==> config.mk <==
export PLATFORM = sky130hd
export DESIGN_NAME = mrd_top
export DESIGN_NICKNAME = d
export VERILOG_FILES = /design/src/hdl/mrd_pkg.sv /design/src/hdl/mrd_autopoll.sv /design/src/hdl/mrd_txmarks.sv /design/src/hdl/mrd_top.sv
export SDC_FILE = /design/constraint.sdc
export NUM_CORES = 1
export LEC_CHECK = 0
export ABC_AREA = 1
export BUFFER_PORTS_ARGS = -buffer_cell sky130_fd_sc_hd__buf_2
export CAP_MARGIN = 20
export CORE_MARGIN = 3
export CORE_UTILIZATION = 50
export CTS_CLUSTER_SIZE = 10
export DETAILED_ROUTE_END_ITERATION = 8
export PLACE_DENSITY = 0.75
export SYNTH_ARGS = -nofsm -noshare
export SYNTH_HDL_FRONTEND = slang
export SYNTH_SLANG_ARGS = --single-unit
==> constraint.sdc <==
create_clock -name sys_clk -period 3.28 [get_ports sys_clk]
set_clock_uncertainty 0.1 [all_clocks]
set_input_delay 0.656 -clock sys_clk [delete_from_list [all_inputs] [get_ports sys_clk]]
set_output_delay 0.656 -clock sys_clk [all_outputs]
set_load 0.03 [all_outputs]
==> src/hdl/mrd_pkg.sv <==
// Notes on behaviour
// - Request descriptor when needed, load returned address
// - Descriptor machine leaves idle when receive run low
// - Descriptor read starts only on fetch grant
// - Owned descriptor word moves to wait state
// - Unowned descriptor word suspends the descriptor machine
// - Wait returns to main on read done
// - Suspended machine resumes on MAC poll or demand
// - Data machine leaves idle only on grant
// - Descriptor words read until word count two
// - Invalid descriptor in pause returns to idle
// - Valid descriptor plus grant starts burst unless starved
// - Complete frame after last burst goes to status
// - Full buffer goes to write-back unless chained second
// - Otherwise return to pause before next burst
// - Status waits for non-empty receive FIFO
// - Write-back ends on grant and valid response
// - CRC and pad marks valid only at start
// - Report transmit jabber timeout to status register
// - Auto poll period bits, enabled by enable bit
// - Bursts never exceed configured burst limit, except a zero limit gives one-word bursts
// - Descriptor address advances by configured offset
// - Pulse missed-frame bump when no buffer available
package mrd_pkg;
    localparam int DESC_OWN_BIT = 31;
    localparam int DESC_CHAIN_BIT = 24;
    localparam int DESC_SIZE2_HI = 21;
    localparam int DESC_SIZE2_LO = 11;
    localparam int DESC_SIZE1_HI = 10;
    localparam int DESC_WORDS_LAST = 2;
    localparam logic [1:0] CMD_IDLE = 2'h0;
    localparam logic [1:0] CMD_WRITE = 2'h1;
    localparam logic [1:0] CMD_READ = 2'h2;
    localparam logic [31:0] PTR_RESET = 32'h0000_0000;

    typedef enum logic [2:0] {
        MRD_DS_IDLE = 3'h0,
        MRD_DS_MAIN = 3'h1,
        MRD_DS_READ = 3'h3,
        MRD_DS_WAIT = 3'h2,
        MRD_DS_SUSP = 3'h6
    } mrd_ds_state_t;

    typedef enum logic [2:0] {
        MRD_RX_IDLE = 3'h0,
        MRD_RX_READ_DS = 3'h1,
        MRD_RX_PAUSE = 3'h3,
        MRD_RX_WRITE = 3'h2,
        MRD_RX_STAT = 3'h6,
        MRD_RX_WB = 3'h7
    } mrd_rx_state_t;
endpackage

==> src/hdl/mrd_autopoll.sv <==
`timescale 1ns/1ps
module mrd_autopoll (
    // Clock and reset
    input wire logic sys_clk,
    input wire logic rst,
    input wire logic sw_reset,
    // Poll setup
    input wire logic tx_autopoll_enable,
    input wire logic [15:0] tx_autopoll_period,
    // Poll tick
    output logic poll_tick
);
    logic [15:0] cnt_r;
    logic hit;

    // Period reached; a zero period ticks every cycle
    assign hit = tx_autopoll_enable && (cnt_r >= tx_autopoll_period);

    // Counter only runs while polling is enabled
    always_ff @(posedge sys_clk)
    begin
        if (rst || sw_reset || !tx_autopoll_enable || hit)
        begin
            cnt_r <= 16'h0000;
        end
        else
        begin
            cnt_r <= cnt_r + 16'h0001;
        end
    end

    always_ff @(posedge sys_clk)
    begin
        if (rst || sw_reset)
        begin
            poll_tick <= 1'b0;
        end
        else
        begin
            poll_tick <= hit;
        end
    end

    autopoll_off_a: assert property (@(posedge sys_clk) disable iff (rst)
        !tx_autopoll_enable ##1 !tx_autopoll_enable |-> !poll_tick)
        else $error("auto poll tick while disabled");
endmodule

==> src/hdl/mrd_txmarks.sv <==
`timescale 1ns/1ps
module mrd_txmarks (
    // Clock and reset
    input wire logic sys_clk,
    input wire logic rst,
    // Transmit word marks in
    input wire logic tx_word_sof,
    input wire logic tx_checksum_req,
    input wire logic tx_pad_req,
    // Marks toward transmit FIFO
    output logic tx_append_checksum,
    output logic tx_append_pad
);
    // Marks are forced low off the first word so the FIFO never sees stale ones
    always_ff @(posedge sys_clk)
    begin
        if (rst)
        begin
            tx_append_checksum <= 1'b0;
            tx_append_pad <= 1'b0;
        end
        else
        begin
            tx_append_checksum <= tx_word_sof && tx_checksum_req;
            tx_append_pad <= tx_word_sof && tx_pad_req;
        end
    end

    marks_sof_a: assert property (@(posedge sys_clk) disable iff (rst)
        !tx_word_sof |=> !tx_append_checksum && !tx_append_pad)
        else $error("tx marks outside start of frame");
endmodule

==> src/hdl/mrd_top.sv <==
`timescale 1ns/1ps
module mrd_top (
    // Clock and reset
    input wire logic sys_clk,
    input wire logic rst,
    input wire logic sw_reset,
    // Control inputs
    input wire logic receive_run_control,
    input wire logic receive_poll_demand,
    input wire logic mac_desc_poll_request,
    input wire logic [5:0] burst_length_limit,
    input wire logic [4:0] desc_step_offset,
    input wire logic [31:0] desc_base,
    // Arbiter grants and descriptor pointer return
    input wire logic desc_fetch_grant,
    input wire logic rx_data_grant,
    input wire logic desc_wanted,
    input wire logic arbiter_desc_valid,
    input wire logic [31:0] arbiter_desc_word,
    // Host response
    input wire logic host_response_valid,
    input wire logic [31:0] host_response_word,
    input wire logic host_response_error,
    // Receive FIFO
    input wire logic rx_fifo_is_empty,
    input wire logic rx_fifo_final_read,
    input wire logic [31:0] rx_fifo_word,
    input wire logic rx_fifo_eof,
    input wire logic rx_frame_dropped,
    // Transmit side inputs
    input wire logic tx_word_sof,
    input wire logic tx_checksum_req,
    input wire logic tx_pad_req,
    input wire logic tx_jabber_event,
    input wire logic tx_autopoll_enable,
    input wire logic [15:0] tx_autopoll_period,
    // Host bus command
    output logic [1:0] host_cmd,
    output logic [31:0] host_addr,
    output logic [31:0] host_wdata,
    output logic host_last,
    output logic rx_fifo_read,
    // Descriptor fetch handshake
    output logic desc_fetch_request,
    output logic [31:0] active_desc_pointer,
    // Status toward registers
    output logic [2:0] rx_desc_state,
    output logic rx_suspended,
    output logic rx_bus_error,
    output logic missed_frame_bump,
    output logic tx_jabber_timeout_flag,
    output logic tx_poll_tick,
    output logic tx_append_checksum,
    output logic tx_append_pad
);
    mrd_pkg::mrd_ds_state_t ds_r, ds_nxt;
    mrd_pkg::mrd_rx_state_t rx_r, rx_nxt;
    logic [31:0] desc_ctrl_r;
    logic [31:0] buf_addr_r;
    logic [1:0] dw_cnt_r;
    logic [5:0] burst_cnt_r;
    logic [10:0] buf_cnt_r;
    logic frame_done_r;
    logic cur_desc_ok_r;
    logic desc_read_done_r;
    logic clr;
    logic ds_own;
    logic chained_second;
    logic burst_end;
    logic buf_full;
    logic starved;
    logic in_write;
    logic word_go;
    logic rd_go;
    logic [1:0] rd_idx;
    logic wr_end;
    logic [10:0] buf_size;
    logic [5:0] burst_max;
    logic [31:0] next_ptr;

    assign clr = rst || sw_reset;
    assign ds_own = host_response_word[mrd_pkg::DESC_OWN_BIT];
    // Second buffer is chained when bit set and size field nonzero
    assign chained_second = desc_ctrl_r[mrd_pkg::DESC_CHAIN_BIT] &&
        (desc_ctrl_r[mrd_pkg::DESC_SIZE2_HI:mrd_pkg::DESC_SIZE2_LO] != 11'h000);
    assign buf_size = desc_ctrl_r[mrd_pkg::DESC_SIZE1_HI:0];
    // A zero limit still moves one word per burst to avoid a stall
    assign burst_max = (burst_length_limit == 6'h00) ? 6'h01 : burst_length_limit;
    assign buf_full = (buf_cnt_r >= buf_size);
    assign starved = rx_fifo_is_empty && !rx_fifo_final_read && !host_last;
    assign in_write = (rx_r == mrd_pkg::MRD_RX_WRITE);
    // FIFO pops on the edge after the read pulse, so words go every other cycle
    assign word_go = in_write && !rx_fifo_is_empty && !host_last && !frame_done_r && !rx_fifo_read;
    // One descriptor word read at a time, the next only after its answer
    assign rd_go = (rx_r == mrd_pkg::MRD_RX_IDLE && rx_data_grant) || (rx_r == mrd_pkg::MRD_RX_READ_DS &&
        host_response_valid && dw_cnt_r != 2'(mrd_pkg::DESC_WORDS_LAST));
    assign rd_idx = (rx_r == mrd_pkg::MRD_RX_READ_DS) ? dw_cnt_r + 2'h1 : 2'h0;
    assign burst_end = (burst_cnt_r + 6'h01 >= burst_max) || rx_fifo_eof ||
        (buf_cnt_r + 11'h001 >= buf_size);
    assign wr_end = in_write && host_last && !host_response_valid;
    assign next_ptr = active_desc_pointer + {27'h0, desc_step_offset};

    // Descriptor machine next state
    always_comb
    begin
        ds_nxt = ds_r;
        case (ds_r)
            mrd_pkg::MRD_DS_IDLE:
                if (!receive_run_control) ds_nxt = mrd_pkg::MRD_DS_MAIN;
            mrd_pkg::MRD_DS_MAIN:
                if (desc_fetch_grant) ds_nxt = mrd_pkg::MRD_DS_READ;
            mrd_pkg::MRD_DS_READ:
                if (host_response_valid)
                    ds_nxt = ds_own ? mrd_pkg::MRD_DS_WAIT : mrd_pkg::MRD_DS_SUSP;
            mrd_pkg::MRD_DS_WAIT:
                if (desc_read_done_r) ds_nxt = mrd_pkg::MRD_DS_MAIN;
            mrd_pkg::MRD_DS_SUSP:
                if (mac_desc_poll_request || receive_poll_demand) ds_nxt = mrd_pkg::MRD_DS_MAIN;
            default:
                ds_nxt = mrd_pkg::MRD_DS_IDLE;
        endcase
    end

    // Data machine next state
    always_comb
    begin
        rx_nxt = rx_r;
        case (rx_r)
            mrd_pkg::MRD_RX_IDLE:
                if (rx_data_grant) rx_nxt = mrd_pkg::MRD_RX_READ_DS;
            mrd_pkg::MRD_RX_READ_DS:
                if (host_response_valid && dw_cnt_r == 2'(mrd_pkg::DESC_WORDS_LAST))
                    rx_nxt = mrd_pkg::MRD_RX_PAUSE;
            mrd_pkg::MRD_RX_PAUSE:
                if (!cur_desc_ok_r) rx_nxt = mrd_pkg::MRD_RX_IDLE;
                else if (!starved && rx_data_grant) rx_nxt = mrd_pkg::MRD_RX_WRITE;
            mrd_pkg::MRD_RX_WRITE:
                if (wr_end)
                begin
                    if (frame_done_r) rx_nxt = mrd_pkg::MRD_RX_STAT;
                    else if (buf_full && !chained_second) rx_nxt = mrd_pkg::MRD_RX_WB;
                    else rx_nxt = mrd_pkg::MRD_RX_PAUSE;
                end
            mrd_pkg::MRD_RX_STAT:
                if (!rx_fifo_is_empty) rx_nxt = mrd_pkg::MRD_RX_WB;
            mrd_pkg::MRD_RX_WB:
                if (rx_data_grant && host_response_valid) rx_nxt = mrd_pkg::MRD_RX_IDLE;
            default:
                rx_nxt = mrd_pkg::MRD_RX_IDLE;
        endcase
    end

    // State registers
    always_ff @(posedge sys_clk)
    begin
        if (clr)
        begin
            ds_r <= mrd_pkg::MRD_DS_IDLE;
            rx_r <= mrd_pkg::MRD_RX_IDLE;
        end
        else
        begin
            ds_r <= ds_nxt;
            rx_r <= rx_nxt;
        end
    end

    // Descriptor pointer fetch handshake
    always_ff @(posedge sys_clk)
    begin
        if (clr)
        begin
            desc_fetch_request <= 1'b0;
            active_desc_pointer <= mrd_pkg::PTR_RESET;
        end
        else if (desc_fetch_request && arbiter_desc_valid)
        begin
            desc_fetch_request <= 1'b0;
            active_desc_pointer <= arbiter_desc_word;
        end
        else if (desc_wanted)
        begin
            desc_fetch_request <= 1'b1;
        end
        else if (rx_r == mrd_pkg::MRD_RX_WB && rx_nxt == mrd_pkg::MRD_RX_IDLE)
        begin
            active_desc_pointer <= next_ptr;
        end
    end

    // Descriptor word capture and counters
    always_ff @(posedge sys_clk)
    begin
        if (clr)
        begin
            dw_cnt_r <= 2'h0;
            desc_ctrl_r <= 32'h0;
            buf_addr_r <= 32'h0;
            cur_desc_ok_r <= 1'b0;
            desc_read_done_r <= 1'b0;
        end
        else
        begin
            desc_read_done_r <= (rx_r == mrd_pkg::MRD_RX_READ_DS) && (rx_nxt == mrd_pkg::MRD_RX_PAUSE);
            if (rx_r == mrd_pkg::MRD_RX_IDLE)
            begin
                dw_cnt_r <= 2'h0;
            end
            else if (rx_r == mrd_pkg::MRD_RX_READ_DS && host_response_valid)
            begin
                dw_cnt_r <= dw_cnt_r + 2'h1;
                if (dw_cnt_r == 2'h0) cur_desc_ok_r <= ds_own && !host_response_error;
                if (dw_cnt_r == 2'h1) desc_ctrl_r <= host_response_word;
                if (dw_cnt_r == 2'h2) buf_addr_r <= host_response_word;
            end
            else if (host_response_error)
            begin
                cur_desc_ok_r <= 1'b0;
            end
        end
    end

    // Burst data mover; at most one word every other cycle
    always_ff @(posedge sys_clk)
    begin
        if (clr || rx_r == mrd_pkg::MRD_RX_READ_DS)
        begin
            burst_cnt_r <= 6'h00;
            buf_cnt_r <= 11'h000;
            frame_done_r <= 1'b0;
            host_last <= 1'b0;
        end
        else if (word_go)
        begin
            burst_cnt_r <= burst_cnt_r + 6'h01;
            buf_cnt_r <= buf_cnt_r + 11'h001;
            frame_done_r <= rx_fifo_eof;
            host_last <= burst_end;
        end
        else if (rx_r == mrd_pkg::MRD_RX_PAUSE)
        begin
            burst_cnt_r <= 6'h00;
            host_last <= 1'b0;
        end
        else if (wr_end)
        begin
            host_last <= 1'b0;
        end
    end

    // Host command drive
    always_ff @(posedge sys_clk)
    begin
        if (clr)
        begin
            host_cmd <= mrd_pkg::CMD_IDLE;
            host_addr <= 32'h0;
            host_wdata <= 32'h0;
            rx_fifo_read <= 1'b0;
        end
        else
        begin
            rx_fifo_read <= word_go || (rx_r == mrd_pkg::MRD_RX_STAT && !rx_fifo_is_empty);
            if (rd_go)
            begin
                host_cmd <= mrd_pkg::CMD_READ;
                host_addr <= active_desc_pointer + {28'h0, rd_idx, 2'h0};
            end
            else if (ds_r == mrd_pkg::MRD_DS_MAIN && desc_fetch_grant)
            begin
                host_cmd <= mrd_pkg::CMD_READ;
                host_addr <= active_desc_pointer;
            end
            else if (word_go)
            begin
                host_cmd <= mrd_pkg::CMD_WRITE;
                host_addr <= buf_addr_r + {19'h0, buf_cnt_r, 2'h0};
                host_wdata <= rx_fifo_word;
            end
            else if (rx_r == mrd_pkg::MRD_RX_STAT && rx_nxt == mrd_pkg::MRD_RX_WB)
            begin
                host_cmd <= mrd_pkg::CMD_WRITE;
                host_addr <= active_desc_pointer;
                host_wdata <= {1'b0, rx_fifo_word[30:0]};
            end
            else
            begin
                host_cmd <= mrd_pkg::CMD_IDLE;
            end
        end
    end

    // Status outputs; flags set wins over software reset clear
    always_ff @(posedge sys_clk)
    begin
        if (rst)
        begin
            rx_desc_state <= 3'h0;
            rx_suspended <= 1'b0;
            rx_bus_error <= 1'b0;
            missed_frame_bump <= 1'b0;
            tx_jabber_timeout_flag <= 1'b0;
        end
        else
        begin
            rx_desc_state <= ds_r;
            rx_suspended <= (ds_r == mrd_pkg::MRD_DS_SUSP);
            rx_bus_error <= host_response_error || (rx_bus_error && !sw_reset);
            missed_frame_bump <= rx_frame_dropped && (ds_r == mrd_pkg::MRD_DS_SUSP);
            tx_jabber_timeout_flag <= tx_jabber_event || (tx_jabber_timeout_flag && !sw_reset);
        end
    end

    mrd_autopoll u_autopoll (
        .sys_clk(sys_clk),
        .rst(rst),
        .sw_reset(sw_reset),
        .tx_autopoll_enable(tx_autopoll_enable),
        .tx_autopoll_period(tx_autopoll_period),
        .poll_tick(tx_poll_tick)
    );

    mrd_txmarks u_txmarks (
        .sys_clk(sys_clk),
        .rst(rst),
        .tx_word_sof(tx_word_sof),
        .tx_checksum_req(tx_checksum_req),
        .tx_pad_req(tx_pad_req),
        .tx_append_checksum(tx_append_checksum),
        .tx_append_pad(tx_append_pad)
    );

    idle_leave_a: assert property (@(posedge sys_clk) disable iff (clr)
        ds_r == mrd_pkg::MRD_DS_IDLE && receive_run_control |=> ds_r == mrd_pkg::MRD_DS_IDLE)
        else $error("descriptor machine left idle while run high");
    fetch_grant_a: assert property (@(posedge sys_clk) disable iff (clr)
        ds_r == mrd_pkg::MRD_DS_MAIN ##1 ds_r == mrd_pkg::MRD_DS_READ |-> $past(desc_fetch_grant))
        else $error("descriptor read without grant");
    own_wait_a: assert property (@(posedge sys_clk) disable iff (clr)
        ds_r == mrd_pkg::MRD_DS_READ && host_response_valid && ds_own |=> ds_r == mrd_pkg::MRD_DS_WAIT)
        else $error("owned descriptor not waited");
    own_susp_a: assert property (@(posedge sys_clk) disable iff (clr)
        ds_r == mrd_pkg::MRD_DS_READ && host_response_valid && !ds_own |=> ds_r == mrd_pkg::MRD_DS_SUSP
        ##1 rx_suspended)
        else $error("unowned descriptor not suspended");
    resume_poll_a: assert property (@(posedge sys_clk) disable iff (clr)
        ds_r == mrd_pkg::MRD_DS_SUSP && (receive_poll_demand || mac_desc_poll_request)
        |=> ds_r == mrd_pkg::MRD_DS_MAIN)
        else $error("suspended machine did not resume");
    ptr_load_a: assert property (@(posedge sys_clk) disable iff (clr)
        desc_fetch_request && arbiter_desc_valid |=> !desc_fetch_request &&
        active_desc_pointer == $past(arbiter_desc_word))
        else $error("descriptor pointer not loaded");
    pause_idle_a: assert property (@(posedge sys_clk) disable iff (clr)
        rx_r == mrd_pkg::MRD_RX_PAUSE && !cur_desc_ok_r |=> rx_r == mrd_pkg::MRD_RX_IDLE)
        else $error("invalid descriptor did not return idle");
    burst_limit_a: assert property (@(posedge sys_clk) disable iff (clr)
        burst_cnt_r <= burst_max)
        else $error("burst exceeded limit");
    stat_wait_a: assert property (@(posedge sys_clk) disable iff (clr)
        rx_r == mrd_pkg::MRD_RX_STAT && rx_fifo_is_empty |=> rx_r == mrd_pkg::MRD_RX_STAT)
        else $error("status left with empty fifo");
    wb_done_a: assert property (@(posedge sys_clk) disable iff (clr)
        rx_r == mrd_pkg::MRD_RX_WB && rx_data_grant && host_response_valid |=> rx_r == mrd_pkg::MRD_RX_IDLE)
        else $error("write-back did not complete");
    jabber_flag_a: assert property (@(posedge sys_clk) disable iff (rst)
        tx_jabber_event |=> tx_jabber_timeout_flag)
        else $error("jabber not reported");
endmodule

==> results of run 1 <==
-- kinds of logic (layout without fill, tap and decap cells) --
group | Yosys count | after routing | share of synthesized area, %
simple gates | 903 | 903 | 30.0
compound gates | 384 | 384 | 15.7
buf+inv | 357 | 592 | 11.2
flops | 210 | 210 | 32.7
fa+ha+maj | 71 | 71 | 7.08
xor+xnor | 50 | 50 | 3.40
-- cell type report --
cell class,instances,area share [%]
multi-input cells,1408,48.0
flip-flops and latches,210,27.9
well taps,330,2.74
repair buffers,269,9.25
inverters,286,7.13
clock buffers,34,4.92
clock inverters,3,0.0995
-- worst paths after layout --
check / end / cells past startpoint
hold / removal: u_txmarks.tx_append_checksum$_SDFF_PP0_ / 3
setup reg to reg: host_addr[26]$_SDFFE_PP0P_ / 18
hold reg to reg: desc_ctrl_r[20]$_SDFFE_PP0P_ / 2
setup / recovery: host_addr[26]$_SDFFE_PP0P_ / 18
-- state kept, by name (all words and copies together) (netlist names), 2 cells and up --
| signal | count |
|---|---|
| ds_r | 3 |
| host_cmd | 2 |
| host_addr | 32 |
| rx_desc_state | 3 |
| buf_cnt_r | 11 |
| rx_r | 3 |
| u_autopoll.cnt_r | 16 |
| desc_ctrl_r | 23 |
| active_desc_pointer | 32 |
| buf_addr_r | 32 |
| dw_cnt_r | 2 |
| burst_cnt_r | 6 |
| host_wdata | 32 |
-- power by group through the flow --
stage | registers (W) | logic, W | clock network (W)
floorplan | 0.00271 | 0.000254 | 0
global placement | 0.00266 | 0.000474 | 0
detailed placement | 0.00266 | 0.000484 | 0
CTS | 0.00261 | 0.000486 | 0.00266
global route | 0.00261 | 0.000539 | 0.00277
finish | 0.00261 | 0.000486 | 0.00262
-- worst max-delay path: cells and delay by family, from the launching register on --
| kind | cells | cell delay, ps |
|---|---|---|
| AO/OA/AOI/OAI | 1 | 130 |
| AND/OR/NAND/NOR | 11 | 1540 |
| buffers and inverters | 4 | 260 |
| adder cells (fa/ha/maj) | 2 | 600 |
| flip-flops | 1 | 390 |
-- layer usage --
metal  part of all wire, %  global-route usage, %  routed length [um]  vias up
met5                     0                      0                   0        -
met4                   2.3                   7.10                 888        0
met3                   7.0                   3.80                2690       62
met2                    45                   43.4               17500      437
met1                    45                   37.0               17500     6002
li1                      -                      -                   -     6847
-- cell usage in the layout, fill, tap and decap left out, drive strengths merged, types with 2 or more instances in the layout --
cell type | Yosys | routed
o21a | 3 | 3
nand2 | 435 | 435
ha | 68 | 68
nor3 | 43 | 43
xnor2 | 8 | 8
nor2 | 220 | 220
o21ai | 170 | 170
or2 | 3 | 3
nor4 | 3 | 3
a31oi | 13 | 13
buf | 38 | 269
a22oi | 2 | 2
a21oi | 173 | 173
fa | 3 | 3
a211oi | 5 | 5
dfxtp | 210 | 210
nand3 | 171 | 171
o211ai | 12 | 12
and3 | 3 | 3
clkinv | 2 | 5
a21o | 3 | 3
nand4 | 23 | 23
xor2 | 42 | 42
inv | 284 | 284
clkbuf | 33 | 34
-- per-stage QoR --
step | instances | hold slack, ps
floorplan | 1975 | 329
global placement | 2503 | 337
detailed placement | 2503 | 348
CTS | 2540 | 220
global route | 2540 | 239
finish | 2540 | 242
==> flow_summary.yaml, run 1 <==
global_route:
  grt_pass1_wl_mm: 62.0
  globalRouteOverflowTotal: 0
  first_global_vias: 12100
  grt_util_all_layers_pct: 26.6
  grt_max_degree: 126
  antenna_found_initial: 0
yosys:
  ys_dominant_reg_cell: "sky130_fd_sc_hd__dfxtp_1"
  post_synth_instance_area_um2: 12900
  synth-edff-count: 0
  fraction_of_the_yosys_area_taken_by_sequential_cells_pct: 32.7
  synth.largest_area_cell: "sky130_fd_sc_hd__dfxtp_1"
  syn-num-nets: 2222
  synth_largest_type_area_fraction_pct: 32.7
  asyncSetResetFlopFracSynth_pct: 0
  postSynthRegisterBits: 210
  yosysUniqueCellTypes: 45
  yosys_warnings: 0
  synthMostInstantiatedCell: "sky130_fd_sc_hd__nand2_1"
  syn_avg_cell_area_um2: 6.52
  ys_top_cells_by_count: "424 x sky130_fd_sc_hd__nand2_1, 265 x sky130_fd_sc_hd__inv_1, 214 x sky130_fd_sc_hd__nor2_1"
  postSynthCellCount: 1975
  ys_top_cells_by_area: "sky130_fd_sc_hd__dfxtp_1 33%, sky130_fd_sc_hd__nand2_1 12%, sky130_fd_sc_hd__inv_1 7.7%, sky130_fd_sc_hd__a21oi_1 6.7%, sky130_fd_sc_hd__ha_1 6.6%"
die:
  die_y_um: 166
  fp.dieW_um: 166
  design.portCount: 287
  design.die.area_um2: 27700
  coreArea_um2: 25300
  initial_utilization_pct: 51.0
  core.rowCount: 58
layout:
  fillCellCount: 2475
  syn_to_final_growth_pct: 17.2
  multi_input_comb_area_um2: 7240
  fin_nets: 2448
  seqCellArea_um2: 4200
  utilization_pct: 59.8
  final_area_um2: 15100
  diodes: 0
  drive_above_1_share_pct: 15.9
sta:
  final_critical_path_setup_slack_ps: 200
  totalNegativeSetupSlack_ps: 0
  setup_viol_count_final: 0
  final-hold-violation-count: 0
  rsz_0062_raised_after_global_routing: "no"
  slew_headroom_pct: 57.4
  max_frequency_mhz: 325
  slew_violations: 0
  layout_min_cycle_time_ps: 3080
  timing.final.crit_share_pct: 93.9
  worst-slew-pin-transition_ps: 634
setup_path:
  critical-path-slowest-cell: "sky130_fd_sc_hd__fa_1"
  setup.worst_path.start: "rx_r[0]$_SDFF_PP0_"
  crit_top_cell: "sky130_fd_sc_hd__nand2_1"
  rr_startpoint: "rx_r[0]$_SDFF_PP0_"
  worst-setup-path-type: "reg -> reg"
  setup.worst_path.start_class: "flip-flop"
  crit_fanout: 7
  cp_data_arrival_time_ps: 3440
  critPathMaxStageDelay_ps: 410
  crit_required_ps: 3640
  crit_path_end_kind: "flip-flop"
  r2r_slack_ps: 200
  timing.critical_path.cells: "inv_2, nor2_2, nand2_2, nor2_1, ha_1, inv_1, fa_1, inv_1, nand2_1, nor2_4, nand2_1, nor3_1, nand2_1, nand2_1, nand3_1, nand2_1, inv_2, a21oi_1"
pwr:
  cell_internal_pwr_w: 0.00430
  power_frac_seq_pct: 45.7
  totalPowerFinal_w: 0.00571
  combinational_cell_fraction_of_total_power_pct: 8.5
  power.clock.fraction_pct: 45.8
  vdd.ir_drop.worst_mv: 0.308
  swShare_pct: 24.7
  power_switching_w: 0.00141
  power_per_cell_area_nw_per_um2: 379
  power_leakage_nw: 7.12
job:
  max_cap_viols: 0
placement:
  finalWeightedCongestion: 0.960
  port_buffers: 254
  pre_cts_ws_ps: 246
  dpl.hpwl_mm: 29.4
  post_dp_cell_area_um2: 14300
route:
  detail_route.first_pass.iterations: 5
  num_vias: 13300
  wirelength_mm: 38.6
  detail_route.drc_violations: 0
  wl_per_cell_um: 15.2
  antenna_left: 0
  drt-initial-drc-count: 1273
  vias_per_cell: 5.26
outcome:
  outcome: "finished clean"
clock_tree:
  cts.path.max_buffers: 3
  cts_buffers: 26
  ctsHoldBuffers: 0
  clock-sinks: 210
  cts_repair_resize_count: 0
  clkTransAtPathRegs_ps: 60
  worst_skew_pair.late_latency_ps: 520
  cts_setup_buffers: 0
  clockRootBuffer: "sky130_fd_sc_hd__clkbuf_16"
  cts_tree: "yes"
  cts.htree.levels: 1
min_path:
  hold_path.startpoint: "tx_checksum_req"
  min_path_type: "in -> reg"
(Power assumes the default switching activity.)
==> run 2: changes to the inputs <==
Settings changed: CTS_BUF_LIST set to sky130_fd_sc_hd__clkbuf_4 sky130_fd_sc_hd__clkbuf_8, CTS_CLUSTER_DIAMETER set to 40.
==> flow_summary.yaml, run 2 (synthesis gave the netlist of run 1 again) <==
placement:
  dpl.hpwl_mm: 29.4
  pre_cts_ws_ps: 246
  finalWeightedCongestion: 0.960
  port_buffers: 254
setup_path:
  critical-path-slowest-cell: "sky130_fd_sc_hd__fa_1"
  crit_fanout: 7
  crit_top_cell: "sky130_fd_sc_hd__nand2_1"
  crit_path_end_kind: "flip-flop"
  setup.worst_path.start_class: "flip-flop"
  critical_path_buf_inv_count: 4
  timing.critical_path.cells: "inv_2, nor2_2, nand2_2, nor2_1, ha_1, inv_1, fa_1, inv_1, nand2_1, nor2_4, nand2_1, nor3_1, nand2_1, nand2_1, nand3_1, nand2_1, inv_2, a21oi_1"
  critPathMaxStageDelay_ps: 410
  crit_required_ps: 3650
  cp.depth: 18
  cp_data_arrival_time_ps: 3410
  critPathTopFamily: "simple AND/OR/NAND/NOR gates"
  timing.reg2reg.worst_path_depth: 18
  worst-setup-path-type: "reg -> reg"
min_path:
  min_path_type: "in -> reg"
  hold-path-cell-count: 3
clock_tree:
  worst_skew_pair.late_latency_ps: 530
  cts_tree: "yes"
  cts.htree.levels: 2
  clockRootBuffer: "sky130_fd_sc_hd__clkbuf_8"
  clkTransAtPathRegs_ps: 60
  cts_setup_buffers: 0
  ctsHoldBuffers: 0
  clock-sinks: 210
  cts_repair_resize_count: 0
  cts_buffers: 35
  cts.path.max_buffers: 3
die:
  fp.dieW_um: 166
  design.die.area_um2: 27700
  initial_utilization_pct: 51.0
  core.rowCount: 58
  coreArea_um2: 25300
  design.portCount: 287
  die_y_um: 166
global_route:
  antenna_found_initial: 0
  grt_pass1_wl_mm: 62.5
  grt_util_all_layers_pct: 26.9
  globalRouteOverflowTotal: 0
  first_global_vias: 12400
  grt_max_degree: 126
sta:
  slew_headroom_pct: 58.6
  worst-slew-pin-transition_ps: 619
  max_frequency_mhz: 328
  setup_viol_count_final: 0
  layout_min_cycle_time_ps: 3050
  rsz_0062_raised_after_global_routing: "no"
  final-hold-violation-count: 0
  totalNegativeSetupSlack_ps: 0
  slew_violations: 0
  timing.final.crit_share_pct: 92.9
  final_critical_path_setup_slack_ps: 233
layout:
  syn_to_final_growth_pct: 18.1
  drive_above_1_share_pct: 16.8
  fin_nets: 2457
  layout.cells.most_common_list: "424 x sky130_fd_sc_hd__nand2_1, 265 x sky130_fd_sc_hd__inv_1, 254 x sky130_fd_sc_hd__buf_2"
  final_common_cell: "sky130_fd_sc_hd__nand2_1"
  diodes: 0
route:
  drt-initial-drc-count: 1288
  antenna_left: 0
  vias_per_cell: 5.27
  num_vias: 13500
  detail_route.drc_violations: 0
  wl_per_cell_um: 15.1
  wirelength_mm: 38.7
  detail_route.first_pass.iterations: 5
pwr:
  power_switching_w: 0.00146
  cell_internal_pwr_w: 0.00455
  combinational_cell_fraction_of_total_power_pct: 8.1
  power.clock.fraction_pct: 48.5
  swShare_pct: 24.3
  power_leakage_nw: 7.18
  power_per_cell_area_nw_per_um2: 395
  vdd.ir_drop.worst_mv: 0.261
  power_frac_seq_pct: 43.4
outcome:
  outcome: "finished clean"
job:
  max_cap_viols: 0
==> run 2: metal layers <==
| layer | part of all wire (%) | GRT usage, % | vias up |
|---|---|---|---|
| li1 | - | - | 6870 |
| met1 | 45 | 36.9 | 6076 |
| met2 | 46 | 43.9 | 469 |
| met3 | 6.7 | 3.99 | 83 |
| met4 | 2.8 | 8.36 | 0 |
| met5 | 0 | 0 | - |
==> run 2: metrics by stage <==
step	hold slack, ps	instance area [um2]	utilization, %	power [W]	instances
6_report	237	15200	60.2	0.00601	2561
3_5_place_dp	348	14300	56.8	0.00315	2503
4_1_cts	210	15200	60.2	0.00606	2561
2_1_floorplan	329	12900	-	0.00297	1975
5_1_grt	223	15200	60.2	0.00624	2561
3_3_place_gp	337	14300	56.8	0.00314	2503
==> run 2: final timing paths <==
kind | from | to | slack [ps]
setup / recovery | rx_r[0]$_SDFF_PP0_ | host_addr[26]$_SDFFE_PP0P_ | 230
hold / removal | tx_checksum_req | u_txmarks.tx_append_checksum$_SDFF_PP0_ | 240
setup reg to reg | rx_r[0]$_SDFF_PP0_ | host_addr[26]$_SDFFE_PP0P_ | 230
hold reg to reg | desc_ctrl_r[20]$_SDFFE_PP0P_ | desc_ctrl_r[20]$_SDFFE_PP0P_ | 360
==> run 2: worst min-delay path: stages <==
cell                      delay [ps]
sky130_fd_sc_hd__buf_2            90
sky130_fd_sc_hd__nand2_1          40
sky130_fd_sc_hd__nor2_1           30
==> run 2: power by group through the flow <==
| stage | Sequential (W) | Combinational (W) | Clock, W |
|---|---|---|---|
| 6_report | 0.00261 | 0.000487 | 0.00292 |
| 5_1_grt | 0.00261 | 0.000541 | 0.00309 |
| 4_1_cts | 0.00261 | 0.000487 | 0.00297 |
| 3_5_place_dp | 0.00266 | 0.000484 | 0 |
| 3_3_place_gp | 0.00266 | 0.000474 | 0 |
| 2_1_floorplan | 0.00271 | 0.000254 | 0 |
==> run 2: final cells by class <==
| type | instances | area (um2) |
|---|---|---|
| Fill cell | 2443 | 10100 |
| Multi-Input combinational cell | 1408 | 7240 |
| Sequential cell | 210 | 4200 |
| Timing Repair Buffer | 269 | 1400 |
| Inverter | 286 | 1080 |
| Clock buffer | 43 | 579 |
| Tap cell | 330 | 413 |
| Clock inverter | 15 | 288 |
